### config.mk
export PLATFORM = sky130hd
export DESIGN_NAME = sfc_spi_slave
export DESIGN_NICKNAME = d
export VERILOG_FILES = /design/src/verilog/sfc_pkg.sv /design/src/verilog/sfc_spi_slave.sv /design/src/verilog/sfc_sync.sv
export SDC_FILE = /design/constraint.sdc
export NUM_CORES = 1
export LEC_CHECK = 0
export BUFFER_PORTS_ARGS = -buffer_cell sky130_fd_sc_hd__clkbuf_2
export CAP_MARGIN = 0
export CORE_UTILIZATION = 54
export CTS_BUF_LIST = sky130_fd_sc_hd__clkbuf_4 sky130_fd_sc_hd__clkbuf_8 sky130_fd_sc_hd__clkbuf_16
export DETAILED_ROUTE_END_ITERATION = 6
export PLACE_DENSITY = 0.84
export RECOVER_POWER = 100
export SYNTH_ARGS = -nofsm -noshare
export SYNTH_HDL_FRONTEND = slang
export SYNTH_SLANG_ARGS = --single-unit
export TNS_END_PERCENT = 5
### constraint.sdc
create_clock -name mclk_in -period 2.29 [get_ports mclk_in]
set_input_delay 0.687 -clock mclk_in [delete_from_list [all_inputs] [get_ports mclk_in]]
set_output_delay 0.687 -clock mclk_in [all_outputs]
set_load 0.05 [all_outputs]
### src/verilog/sfc_pkg.sv
`default_nettype none
package sfc_pkg;
    // ========================================================
    // Frame geometry.
    localparam int unsigned FRAME_BITS = 16;
    localparam int unsigned CHAIN_STEP = 8;
    localparam int unsigned CNT_W      = 8;
    localparam int unsigned FAULT_BIT  = 10;
    localparam int unsigned REG_MARK   = 15;
    // ========================================================
    // Reset values and count limits.
    localparam logic [15:0]      SHIFT_RST = 16'h0000;
    localparam logic [CNT_W-1:0] CNT_RST   = 8'h00;
    localparam logic [CNT_W-1:0] CNT_MIN   = 8'h10;
    localparam logic [CNT_W-1:0] CNT_MAX   = 8'hff;
    localparam logic             FAULT_RST = 1'b1;
    localparam logic [2:0]       PIN_RST   = 3'h1;
    // ========================================================
    // Frame states.
    typedef enum logic [1:0] {
        SFC_IDLE,
        SFC_ACTIVE,
        SFC_SLEEP
    } sfc_state_t;
endpackage : sfc_pkg
`default_nettype wire

### src/verilog/sfc_spi_slave.sv
`timescale 1ns/100ps
`default_nettype none
module sfc_spi_slave (
    // Clock and reset.
    input  wire logic        mclk_in,
    input  wire logic        reset_in,
    // Serial pins.
    input  wire logic        chip_select_n_in,
    input  wire logic        sclk_in,
    input  wire logic        si_in,
    output var  logic        so_out,
    output var  logic        so_oe_out,
    // Core status.
    input  wire logic        sleep_in,
    input  wire logic        uv_event_in,
    input  wire logic        spi_reset_in,
    input  wire logic        limp_entry_in,
    input  wire logic [15:0] diag_in,
    input  wire logic        reg_hit_in,
    input  wire logic [14:0] reg_data_in,
    // Core command.
    output var  logic [15:0] frame_out,
    output var  logic        frame_strobe_out,
    output var  logic        fault_flag_out
);
    import sfc_pkg::*;

    logic [2:0]       pins;
    logic [2:0]       pins_d;
    sfc_state_t       state;
    sfc_state_t       next_state;
    logic [15:0]      shift;
    logic [15:0]      next_shift;
    logic [CNT_W-1:0] cnt;
    logic [CNT_W-1:0] next_cnt;
    logic             seen_rise;
    logic             next_seen_rise;
    logic             edge_bad;
    logic             next_edge_bad;
    logic             fault;
    logic             next_fault;
    logic             so_q;
    logic             next_so_q;
    logic             oe_q;
    logic             next_oe_q;
    logic [15:0]      answer;
    logic [15:0]      next_answer;
    logic [15:0]      frame_q;
    logic [15:0]      next_frame_q;
    logic             strobe_q;
    logic             next_strobe_q;
    logic             cs_fall;
    logic             cs_rise;
    logic             sck_rise;
    logic             sck_fall;
    logic             count_ok;
    logic [15:0]      std_diag;

    // ========================================================
    // Pin synchronisers and edges.
    sfc_sync #(.WIDTH(3)) u_sync (
        .mclk_in    (mclk_in),
        .reset_in   (reset_in),
        .rst_val_in (PIN_RST),
        .async_in   ({si_in, sclk_in, chip_select_n_in}),
        .sync_out   (pins)
    );

    assign cs_fall  = pins_d[0] & ~pins[0];
    assign cs_rise  = ~pins_d[0] & pins[0];
    assign sck_rise = ~pins_d[1] & pins[1];
    assign sck_fall = pins_d[1] & ~pins[1];
    assign count_ok = (cnt >= CNT_MIN) && (cnt[2:0] == 3'h0) &&
                      (cnt != CNT_MAX);
    always_comb begin
        std_diag            = diag_in;
        std_diag[REG_MARK]  = 1'b0;
        std_diag[FAULT_BIT] = fault;
    end

    // ========================================================
    // Frame logic.
    always_comb begin
        next_state     = state;
        next_shift     = shift;
        next_cnt       = cnt;
        next_seen_rise = seen_rise;
        next_edge_bad  = edge_bad;
        next_fault     = fault;
        next_so_q      = so_q;
        next_oe_q      = oe_q;
        next_answer    = answer;
        next_frame_q   = frame_q;
        next_strobe_q  = 1'b0;
        case (state)
            SFC_IDLE: begin
                next_oe_q = 1'b0;
                if (cs_fall && sleep_in) begin
                    next_state = SFC_SLEEP;
                end else if (cs_fall) begin
                    next_state     = SFC_ACTIVE;
                    next_shift     = answer;
                    next_cnt       = CNT_RST;
                    next_seen_rise = 1'b0;
                    next_edge_bad  = pins[1];
                    next_so_q      = fault;
                    next_oe_q      = 1'b1;
                end
            end
            SFC_ACTIVE: begin
                if (sck_rise) begin
                    next_seen_rise = 1'b1;
                    next_so_q      = shift[15];
                end
                if (sck_fall) begin
                    next_shift = {shift[14:0], pins[2]};
                    if (cnt != CNT_MAX) begin
                        next_cnt = cnt + 8'h01;
                    end
                end
                if (cs_rise) begin
                    next_state = SFC_IDLE;
                    next_oe_q  = 1'b0;
                    if (count_ok && !edge_bad && !pins[1]) begin
                        next_frame_q  = shift;
                        next_strobe_q = 1'b1;
                        next_fault    = 1'b0;
                    end else begin
                        next_fault  = 1'b1;
                        next_answer = std_diag;
                        next_answer[FAULT_BIT] = 1'b1;
                    end
                end
            end
            default: begin
                next_oe_q = 1'b0;
                if (cs_rise) begin
                    next_state = SFC_IDLE;
                end
            end
        endcase
        if (strobe_q) begin
            next_answer = reg_hit_in ? {1'b1, reg_data_in} : std_diag;
        end
        if (uv_event_in || spi_reset_in || limp_entry_in) begin
            next_fault = 1'b1;
        end
    end

    always_ff @(posedge mclk_in) begin
        if (reset_in) begin
            pins_d    <= PIN_RST;
            state     <= SFC_IDLE;
            shift     <= SHIFT_RST;
            cnt       <= CNT_RST;
            seen_rise <= 1'b0;
            edge_bad  <= 1'b0;
            fault     <= FAULT_RST;
            so_q      <= 1'b0;
            oe_q      <= 1'b0;
            answer    <= SHIFT_RST;
            frame_q   <= SHIFT_RST;
            strobe_q  <= 1'b0;
        end else begin
            pins_d    <= pins;
            state     <= next_state;
            shift     <= next_shift;
            cnt       <= next_cnt;
            seen_rise <= next_seen_rise;
            edge_bad  <= next_edge_bad;
            fault     <= next_fault;
            so_q      <= next_so_q;
            oe_q      <= next_oe_q;
            answer    <= next_answer;
            frame_q   <= next_frame_q;
            strobe_q  <= next_strobe_q;
        end
    end

    assign so_out           = so_q;
    assign so_oe_out        = oe_q;
    assign frame_out        = frame_q;
    assign frame_strobe_out = strobe_q;
    assign fault_flag_out   = fault;

    // ========================================================
    // Checks.
    a_cs_high_off: assert property (@(posedge mclk_in) disable iff (reset_in)
        (state != SFC_ACTIVE) |-> !oe_q)
        else $error("Serial output driven outside a frame.");
    a_sleep_off: assert property (@(posedge mclk_in) disable iff (reset_in)
        (state == SFC_IDLE && cs_fall && sleep_in) |=> !oe_q [*2])
        else $error("Serial output driven in sleep.");
    a_fall_drive: assert property (@(posedge mclk_in) disable iff (reset_in)
        (state == SFC_IDLE && cs_fall && !sleep_in)
        |=> oe_q && so_q == $past(fault) && shift == $past(answer))
        else $error("Frame start did not load and drive.");
    a_fault_early: assert property (@(posedge mclk_in) disable iff (reset_in)
        (state == SFC_ACTIVE && !seen_rise && !sck_rise && !cs_rise)
        |=> so_q == $past(so_q))
        else $error("Output moved before first rising clock.");
    a_rise_msb: assert property (@(posedge mclk_in) disable iff (reset_in)
        (state == SFC_ACTIVE && sck_rise) |=> so_q == $past(shift[15]))
        else $error("Rising clock did not present the MSB.");
    a_fall_shift: assert property (@(posedge mclk_in) disable iff (reset_in)
        (state == SFC_ACTIVE && sck_fall && !cs_rise)
        |=> shift[0] == $past(pins[2]) && shift[15:1] == $past(shift[14:0]))
        else $error("Falling clock did not shift in.");
    a_bad_count: assert property (@(posedge mclk_in) disable iff (reset_in)
        (state == SFC_ACTIVE && cs_rise && !count_ok)
        |=> fault && !strobe_q)
        else $error("Bad frame was not rejected.");
    a_good_commit: assert property (@(posedge mclk_in) disable iff (reset_in)
        (state == SFC_ACTIVE && cs_rise && count_ok && !edge_bad && !pins[1])
        |=> strobe_q && frame_q == $past(shift) ##1 !strobe_q)
        else $error("Valid frame was not committed.");
    a_fault_set: assert property (@(posedge mclk_in) disable iff (reset_in)
        (uv_event_in || spi_reset_in || limp_entry_in) |=> fault)
        else $error("Fault event lost.");
    a_answer_mark: assert property (@(posedge mclk_in) disable iff (reset_in)
        strobe_q |=> answer[REG_MARK] == $past(reg_hit_in)
                     && ($past(reg_hit_in)
                         || answer[FAULT_BIT] == $past(fault)))
        else $error("Answer marker wrong.");
endmodule : sfc_spi_slave
`default_nettype wire

### src/verilog/sfc_sync.sv
`timescale 1ns/100ps
`default_nettype none
module sfc_sync #(
    parameter int unsigned WIDTH = 3
) (
    // Clock and reset.
    input  wire logic             mclk_in,
    input  wire logic             reset_in,
    input  wire logic [WIDTH-1:0] rst_val_in,
    // Pins.
    input  wire logic [WIDTH-1:0] async_in,
    output var  logic [WIDTH-1:0] sync_out
);
    logic [WIDTH-1:0] stage1;

    // ========================================================
    // Two flip-flops per pin.
    genvar i;
    generate
        for (i = 0; i < WIDTH; i++) begin : g_bit
            always_ff @(posedge mclk_in) begin
                if (reset_in) begin
                    stage1[i]   <= rst_val_in[i];
                    sync_out[i] <= rst_val_in[i];
                end else begin
                    stage1[i]   <= async_in[i];
                    sync_out[i] <= stage1[i];
                end
            end
        end
    endgenerate
endmodule : sfc_sync
`default_nettype wire

* Yosys cells after proc, flatten, opt, wreduce, memory -nomap -nowiden
Index checks and enable logic that the tools add are counted.
** Operators by class
- Reductions and logical operators :: 25
- Add/sub/neg operators :: 1
- Bitwise gates (word level) :: 11
- $lt $le $gt $ge :: 1
- Equality and inequality tests :: 10
- Muxes and demuxes :: 28
** Operator list (number)
- 2-to-1 mux 16 bit :: 8
- 2-to-1 mux 8 bit :: 4
- one-hot mux 16 bit (2 select lines) :: 1
- one-hot mux 8 bit (2 select lines) :: 1
- != test 2 bit, second input constant :: 7
- AND reduction 3 bit :: 3
- adder 8 x 1 -> 8 bit, second input constant :: 1
- greater-or-equal comparator 8 x 5 -> 1 bit, second input constant :: 1
- 2-to-1 mux 1 bit :: 8
- 2-to-1 mux 2 bit :: 4
- != test 8 bit, second input constant :: 1
- AND reduction 4 bit :: 2
- nonzero test 2 bit :: 4
- NOT 1 bit :: 7
- logical AND 1 bit :: 5
- AND reduction 5 bit :: 1
- AND 1 bit :: 4
- one-hot mux 1 bit (2 select lines) :: 2
- AND reduction 2 bit :: 2
- zero test 3 bit :: 1
- != test 3 bit, second input constant :: 1
- OR reduction 3 bit :: 1
- == test 2 x 1 -> 1 bit, second input constant :: 1
- zero test 1 bit :: 2
- other kinds (3) :: 4
** Storage, ports and cells
- Input port bits :: 41
- Output and inout bits :: 20
- Logic and storage cells :: 93
- Register bits after elaboration :: 71

* Longest topological paths before layout
Gate-level depths: netlist of run 1.
- Depth after elaboration :: 9
- Gate-level depth with buffers :: 8
- Mapped depth without buffers :: 6

* Modules after synthesis
Synthesis of run 1 repeated with hierarchy kept, for this count alone.
** Unflattened totals
- Cells, all modules :: 345
- Area, all modules :: 3106.7 um^2
** By module, submodules not included
- sfc_spi_slave :: times used 1, area an instance 2885.3 um^2, cells each 332
- sfc_sync :: times used 1, area an instance 221.5 um^2, cells each 13

* Least setup slack after synthesis of run 1
Ideal clock, no wire load.
- Path type :: in2reg
- From :: input port sleep_in
- To :: register cnt[3]
- Arrival :: 1761 ps
- Library setup time :: 70 ps
- Path buffers :: 0
- Slack :: 459 ps
- Stages :: 4
- Cell sequence :: nor2_1 a22oi_1 or4_1 a21boi_1
** Between the ends
- Word-level cells in the longest chain between the ends :: 3
** RTL lines
- from (decl) :: line sfc_spi_slave.sv:14 : input wire logic sleep_in,
- logical AND 1 bit :: line sfc_spi_slave.sv:98 : if (cs_fall && sleep_in) begin
- != test 2 bit (no line)
- AND reduction 5 bit (no line)
- to (signal assigned) :: line sfc_spi_slave.sv:168 : cnt <= next_cnt;
- to (decl) :: line sfc_spi_slave.sv:34 : logic [CNT_W-1:0] cnt;
No other way between the ends.
A chain may end at the register's enable or synchronous reset.

* Worst setup path in the final report of run 1
- From :: register strobe_q, in the netlist frame_strobe_out
- To :: output port frame_strobe_out
** RTL lines
- from (decl) :: line sfc_spi_slave.sv:50 : logic strobe_q;
- from (signal assigned) :: line sfc_spi_slave.sv:176 : strobe_q <= next_strobe_q;
- to (decl) :: line sfc_spi_slave.sv:23 : output var logic frame_strobe_out,
No word-level cell between the ends.

==> impl_metrics.csv, run 1 <==
group,metric,value,unit
final_layout,antenna_cells,0,
detailed_routing,postRouteAntennaNets,0,
setup_path,startpoint_type,"flop",
power,cellLeakagePower,1.39,nW
logic_synthesis,syn-mean-instance-area,9.48,um^2
sta,hold_viol,0,
sta,rsz0062_at_grt,"no",
clocking,postCtsSetupBuffers,0,
setup_path,cp_top_family,"flip-flops",
place,portBuffers,58,
floorplanning,num_rows,26,
detailed_routing,wirelength,6.24,mm
power,power_density,687,nW/um^2
global_route,grt_max_degree,32,
logic_synthesis,synth_top_area_share,46.7,%
logic_synthesis,yosys-top-cells-area,"dfxtp_1 (47%), mux2i_1 (12%), nor2_1 (4.8%), a311oi_1 (4.0%), a211oi_1 (3.9%)",
logic_synthesis,synth.distinct_cells,45,
global_route,globalRoute.busiestLayer,"met2",
detailed_routing,viasPerCell,5.61,
logic_synthesis,ys_seq_area_share,46.7,%
setup_path,path_depth,1,
clocking,clockBufferDepth,2,
global_route,met2_usage,33.4,%
clocking,hold_buffers,0,
sta,setup_viol,0,
sta,fin_crit,2.10,ns
power,total_power,2.41,mW
setup_path,r2r_end,"frame_out[15]",
global_route,grt_usage,22.8,%
worst_hold_path,hp-class,"reg -> reg",
setup_path,r2r_slack,0.24,ns
logic_synthesis,dominantRegCellSynth,"dfxtp_1",
floorplanning,core,5270,um^2
clocking,cts_resized,0,
final_layout,nNetsFinal,415,
worst_hold_path,min_to,"u_sync.sync_out[0]",
logic_synthesis,syn_nets,364,
final_layout,n_fill_cell,444,
global_route,grt_antenna_before_repair,0,
sta,clock_skew,0.00617,ns
worst_hold_path,holdPathStages,1,
setup_path,worstSetupPathType,"reg -> out",
sta,clock.fmax,477,MHz
logic_synthesis,yosys.area.top_type,"dfxtp_1",
logic_synthesis,netlist_area,3040,um^2
sta,slew_violations,0,
clocking,cts-root-buf,"clkbuf_8",
job,drv_cap,0,
place,detailed_place_hpwl,4.33,mm
floorplanning,ios,61,
setup_path,worst-path-buf-inv,1,
detailed_routing,dr.pass1.iters,4,
setup_path,slowest_delay,0.56,ns
floorplanning,die_area,5940,um^2
floorplanning,dieHeight,77.1,um
sta,slew_headroom,47.7,%
setup_path,rr_worst_depth,5,
power,peakVddDrop,0.000448,V
clocking,cts_max_level,3,
setup_path,critPathCaptureType,"output pin",
final_layout,drive_above_1_share,17.8,%
global_route,grt_pass1_vias,2259,
global_route,grt_overflow,0,
setup_path,critPathMaxFanout,12,
setup_path,path_cells,"clkbuf_1",
setup_path,r2r-start,"cnt[4]",
final_layout,syn_to_final_growth,15.2,%
detailed_routing,route.vias.total,2500,
sta,period_share,91.6,%
detailed_routing,drc,0,
clocking,clk_pin_slew,0.07,ns
global_route,grt_pass1_wl,10.7,mm
final_layout,mostFrequentLayoutCells,"dfxtp_1 (71), nor2_1 (39), clkbuf_2 (39)",
global_route,use_met1,32.0,%
clocking,cts_tree,"yes",
clocking,clkLatencyLatePin,0.34,ns
floorplanning,die_x,77.1,um
clocking,numCtsBuffers,9,
floorplanning,start_util,57.7,%
sta,tns,0,ns
sta,tightest_slew,0.785,ns
worst_hold_path,min_from,"u_sync.stage1[0]",
outcome,outcome,"complete, no violations",
detailed_routing,wl_per_cell,14.0,um
final_layout,layout_commonest_cell,"dfxtp_1",
logic_synthesis,synth_edf_count,0,
logic_synthesis,syn_inst,321,
setup_path,critPathRequiredTime,1.60,ns
logic_synthesis,ys_warn_count,0,
logic_synthesis,synthArstFlopShare,0,%
detailed_routing,drtIter0Drc,224,
setup_path,slowest_stage,"dfxtp_1",
place,place.gp.congestion,0.812,
clocking,cts_sinks,71,
setup_path,worstPathArrival,1.41,ns
global_route,use_met3,5.00,%
logic_synthesis,synth-seq-cells,71,
==> worst max path at each step <==
stage | slack (ns) | to | start
6_report | 0.19 | frame_strobe_out | frame_strobe_out
5_1_grt | 0.1 | frame_out[1] | cnt[4]
3_3_place_gp | 0.22 | cnt[3] | sleep_in
2_1_floorplan | 0.46 | cnt[3] | sleep_in
4_1_cts | 0.35 | frame_strobe_out | frame_strobe_out
3_5_place_dp | 0.17 | cnt[3] | sleep_in
==> metrics by stage <==
stage	instances	hold slack, ns	cell area [um^2]	setup WS [ns]	util (%)
after floorplan	321	0.389	3040	0.459	-
after global placement	431	0.394	3340	0.223	63.4
after detailed placement	431	0.404	3340	0.175	63.4
after CTS	446	0.423	3540	0.352	67.2
after global routing	446	0.454	3500	0.0985	66.5
final	446	0.419	3500	0.193	66.5
==> cells in the mapped netlist, drive strengths merged, types with 2 or more instances <==
cell type / n
nand4: 4
o21a: 2
nand2b: 4
a31oi: 2
nand3: 19
ha: 2
a311oi: 14
nor3: 15
buf: 15
nor4: 2
nand2: 23
o21ai: 3
or4: 2
nor2b: 7
inv: 5
and4: 3
mux2i: 36
a22oi: 2
or2: 4
a21boi: 2
nor4b: 2
a211oi: 16
a21oi: 7
dfxtp: 71
nor2: 39
clkbuf: 10
==> metal layers <==
metal / vias to the layer above / share of wire, %
li1: 1265 / -
met1: 1133 / 49
met2: 94 / 44
met3: 8 / 6.2
met4: 0 / 1.2
met5: - / 0
==> cell type report <==
type | count | area, um^2 | area share, %
clock inverters | 3 | 42.5 | 1.21
inverters | 5 | 18.8 | 0.536
flip-flops and latches | 71 | 1420 | 40.6
clock buffers | 12 | 159 | 4.53
multi-input cells | 220 | 1460 | 41.5
well taps | 70 | 87.6 | 2.50
repair buffers | 65 | 320 | 9.14
==> report_power, final <==
part           switching, mW  total (mW)  internal, mW
Sequential            0.0163        1.27          1.25
Clock                  0.444        1.01         0.567
Combinational         0.0710       0.128        0.0569
==> sequential cells by signal (all words and copies together) (netlist names), 2 cells and up <==
signal	count
answer	16
frame_out	16
shift	16
cnt	8
u_sync.stage1	3
u_sync.sync_out	3
pins_d	2
state	2
==> cell families (layout without fill, tap and decap cells) <==
kind of cell / Yosys count / in the layout / share of synthesized area [%]
and+or+nand+nor: 128 / 128 / 21.5
adders and majority gates: 2 / 2 / 0.822
DFF: 71 / 71 / 46.7
buffers and inverters: 30 / 85 / 5.43
AOI/OAI and AO/OA: 53 / 53 / 13.3
muxes: 37 / 37 / 12.2
(Power assumes the default switching activity.)
==> run 2, diff against run 1 <==
--- a/config.mk
+++ b/config.mk
@@ -10,9 +10,10 @@
 export CORE_UTILIZATION = 54
 export CTS_BUF_LIST = sky130_fd_sc_hd__clkbuf_4 sky130_fd_sc_hd__clkbuf_8 sky130_fd_sc_hd__clkbuf_16
 export DETAILED_ROUTE_END_ITERATION = 6
-export PLACE_DENSITY = 0.84
+export PLACE_DENSITY = 0.83
 export RECOVER_POWER = 100
 export SYNTH_ARGS = -nofsm -noshare
 export SYNTH_HDL_FRONTEND = slang
+export SYNTH_HIERARCHICAL = 1
 export SYNTH_SLANG_ARGS = --single-unit
 export TNS_END_PERCENT = 5
==> run 2 against run 1 <==
  * Register-to-register slack better by 0.05 ns
  * Count of clock-buffer cells in the layout down 2
  * Non-clock buffer count up 5
  * Final area up 2.5%
  * Combinational power is 84% higher
==> impl_metrics.csv, run 2 <==
group,metric,value,unit
final_layout,antenna_cells,0,
final_layout,syn_to_final_growth,15.6,%
outcome,outcome,"complete, no violations",
logic_synthesis,yosys.area.top_type,"dfxtp_1",
place,detailed_place_hpwl,4.61,mm
sta,clock_skew,0.0110,ns
global_route,grt_pass1_vias,2517,
floorplanning,dieHeight,77.9,um
place,place.gp.congestion,0.887,
setup_path,r2r_end,"answer[3]",
place,portBuffers,58,
setup_path,critPathMaxFanout,15,
logic_synthesis,yosys-top-cells-area,"dfxtp_1 (46%), a311oi_1 (8.5%), nand2_1 (6.3%), mux2i_1 (6.1%), nor2_1 (4.7%)",
logic_synthesis,syn-mean-instance-area,9.01,um^2
sta,rsz0062_at_grt,"no",
global_route,grt_pass1_wl,11.5,mm
clocking,cts_tree,"yes",
logic_synthesis,ys_seq_area_share,45.8,%
detailed_routing,dr.pass1.iters,5,
clocking,cts_sinks,71,
floorplanning,start_util,56.1,%
setup_path,crit_path_start,"reset_in",
worst_hold_path,holdPathStages,1,
global_route,grt_antenna_before_repair,0,
sta,slew_violations,0,
logic_synthesis,synth.distinct_cells,46,
setup_path,worstPathArrival,2.22,ns
logic_synthesis,dominantRegCellSynth,"dfxtp_1",
logic_synthesis,synthArstFlopShare,0,%
worst_hold_path,min_to,"u_sync/sync_out[0]",
clocking,clockBufferDepth,2,
setup_path,startpoint_type,"input port",
floorplanning,core,5540,um^2
detailed_routing,viasPerCell,5.63,
detailed_routing,wirelength,6.77,mm
power,peakVddDrop,0.000559,V
logic_synthesis,post-synth-top-count-cell,"dfxtp_1",
final_layout,mostFrequentLayoutCells,"dfxtp_1 (71), nand2_1 (52), clkbuf_2 (41)",
sta,clock.fmax,493,MHz
sta,tightest_slew,0.848,ns
clocking,postCtsSetupBuffers,0,
clocking,cts_resized,0,
setup_path,rr_worst_depth,4,
clocking,cts-root-buf,"clkbuf_8",
detailed_routing,route.vias.total,2692,
place,dp_slack,0.326,ns
sta,hold_viol,0,
final_layout,nNetsFinal,444,
floorplanning,die_x,77.9,um
final_layout,drive_above_1_share,17.0,%
detailed_routing,drtIter0Drc,185,
logic_synthesis,synth_edf_count,0,
sta,slew_headroom,43.5,%
logic_synthesis,ys_warn_count,6,
power,power_density,749,nW/um^2
floorplanning,num_rows,27,
global_route,grt_max_degree,33,
global_route,grt_usage,24.1,%
detailed_routing,wl_per_cell,14.2,um
logic_synthesis,syn_inst,345,
setup_path,critPathRequiredTime,2.49,ns
power,cellLeakagePower,1.44,nW
logic_synthesis,synth_top_area_share,45.8,%
sta,tns,0,ns
worst_hold_path,hp-class,"reg -> reg",
logic_synthesis,synth-seq-cells,71,
floorplanning,die_area,6060,um^2
setup_path,r2r-start,"u_sync/sync_out[0]",
clocking,numCtsBuffers,9,
logic_synthesis,netlist_area,3110,um^2
clocking,clk_pin_slew,0.07,ns
setup_path,critPathCaptureType,"flop",
setup_path,worstSetupPathType,"in -> reg",
detailed_routing,postRouteAntennaNets,0,
detailed_routing,drc,0,
clocking,cts_max_level,3,
clocking,hold_buffers,0,
sta,setup_viol,0,
global_route,grt_overflow,0,
floorplanning,ios,61,
logic_synthesis,synth_common_cells,"dfxtp_1 (71), nand2_1 (52), nor2_1 (39)",
job,drv_cap,0,
final_layout,layout_commonest_cell,"dfxtp_1",
clocking,clkLatencyLatePin,0.35,ns
worst_hold_path,min_from,"u_sync/stage1[0]",
setup_path,r2r_slack,0.29,ns
sta,period_share,88.5,%
final_layout,final_util,64.8,%
sta,setup_ws,0.263,ns
sta,fin_crit,2.03,ns
[run 2: final cells by class]
class                   count  area (um^2)
fillers                   486         1950
multi-input cells         243         1500
flip-flops and latches     71         1420
repair buffers             70          333
clock buffers              10          138
clock inverters             6         91.3
well taps                  72         90.1
inverters                   6         22.5
[run 2: worst max path at each step]
stage,endpoint,slack [ns],cells after the start
CTS,answer[12],0.33,4
floorplan,cnt[7],0.38,5
detailed placement,cnt[7],0.33,5
global placement,cnt[7],0.37,5
global route,answer[9],0.11,5
finish,answer[1],0.26,4
[run 2: cells by family (layout without fill, tap and decap cells)]
group	count (synthesis)	after routing	share of synthesized area, %
flip-flops	71	71	45.8
AND/OR/NAND/NOR	152	152	23.4
adder cells (fa/ha/maj)	2	2	0.805
multiplexers	26	26	9.38
buffers and inverters	35	92	5.80
AO/OA/AOI/OAI	57	57	14.6
other	2	6	0.242
[run 2: worst max-delay path, stage by stage]
cell and delay [ns]:
clkbuf_1 0.39, clkbuf_1 0.65, clkbuf_2 0.42, a311oi_1 0.08
[run 2: power breakdown]
part           switching (mW)  internal (mW)
logic                   0.136         0.0985
registers              0.0425           1.28
clock network           0.481          0.648
[run 2: through the flow]
stage / hold slack, ns / std cells / area [um^2] / power [mW]
2_1_floorplan: 0.437 / 349 / 3120 / 1.52
3_3_place_gp: 0.441 / 462 / 3430 / 1.59
3_5_place_dp: 0.444 / 462 / 3430 / 1.60
4_1_cts: 0.462 / 478 / 3660 / 2.72
5_1_grt: 0.455 / 478 / 3590 / 2.80
6_report: 0.438 / 478 / 3590 / 2.69
[run 2: per-layer routing]
metal	global-route usage, %	up-vias	share of wire [%]
met5	0	-	0
met4	10.8	0	1.8
met3	6.24	12	6.3
met2	37.3	95	45
met1	31.3	1229	47
li1	-	1356	-
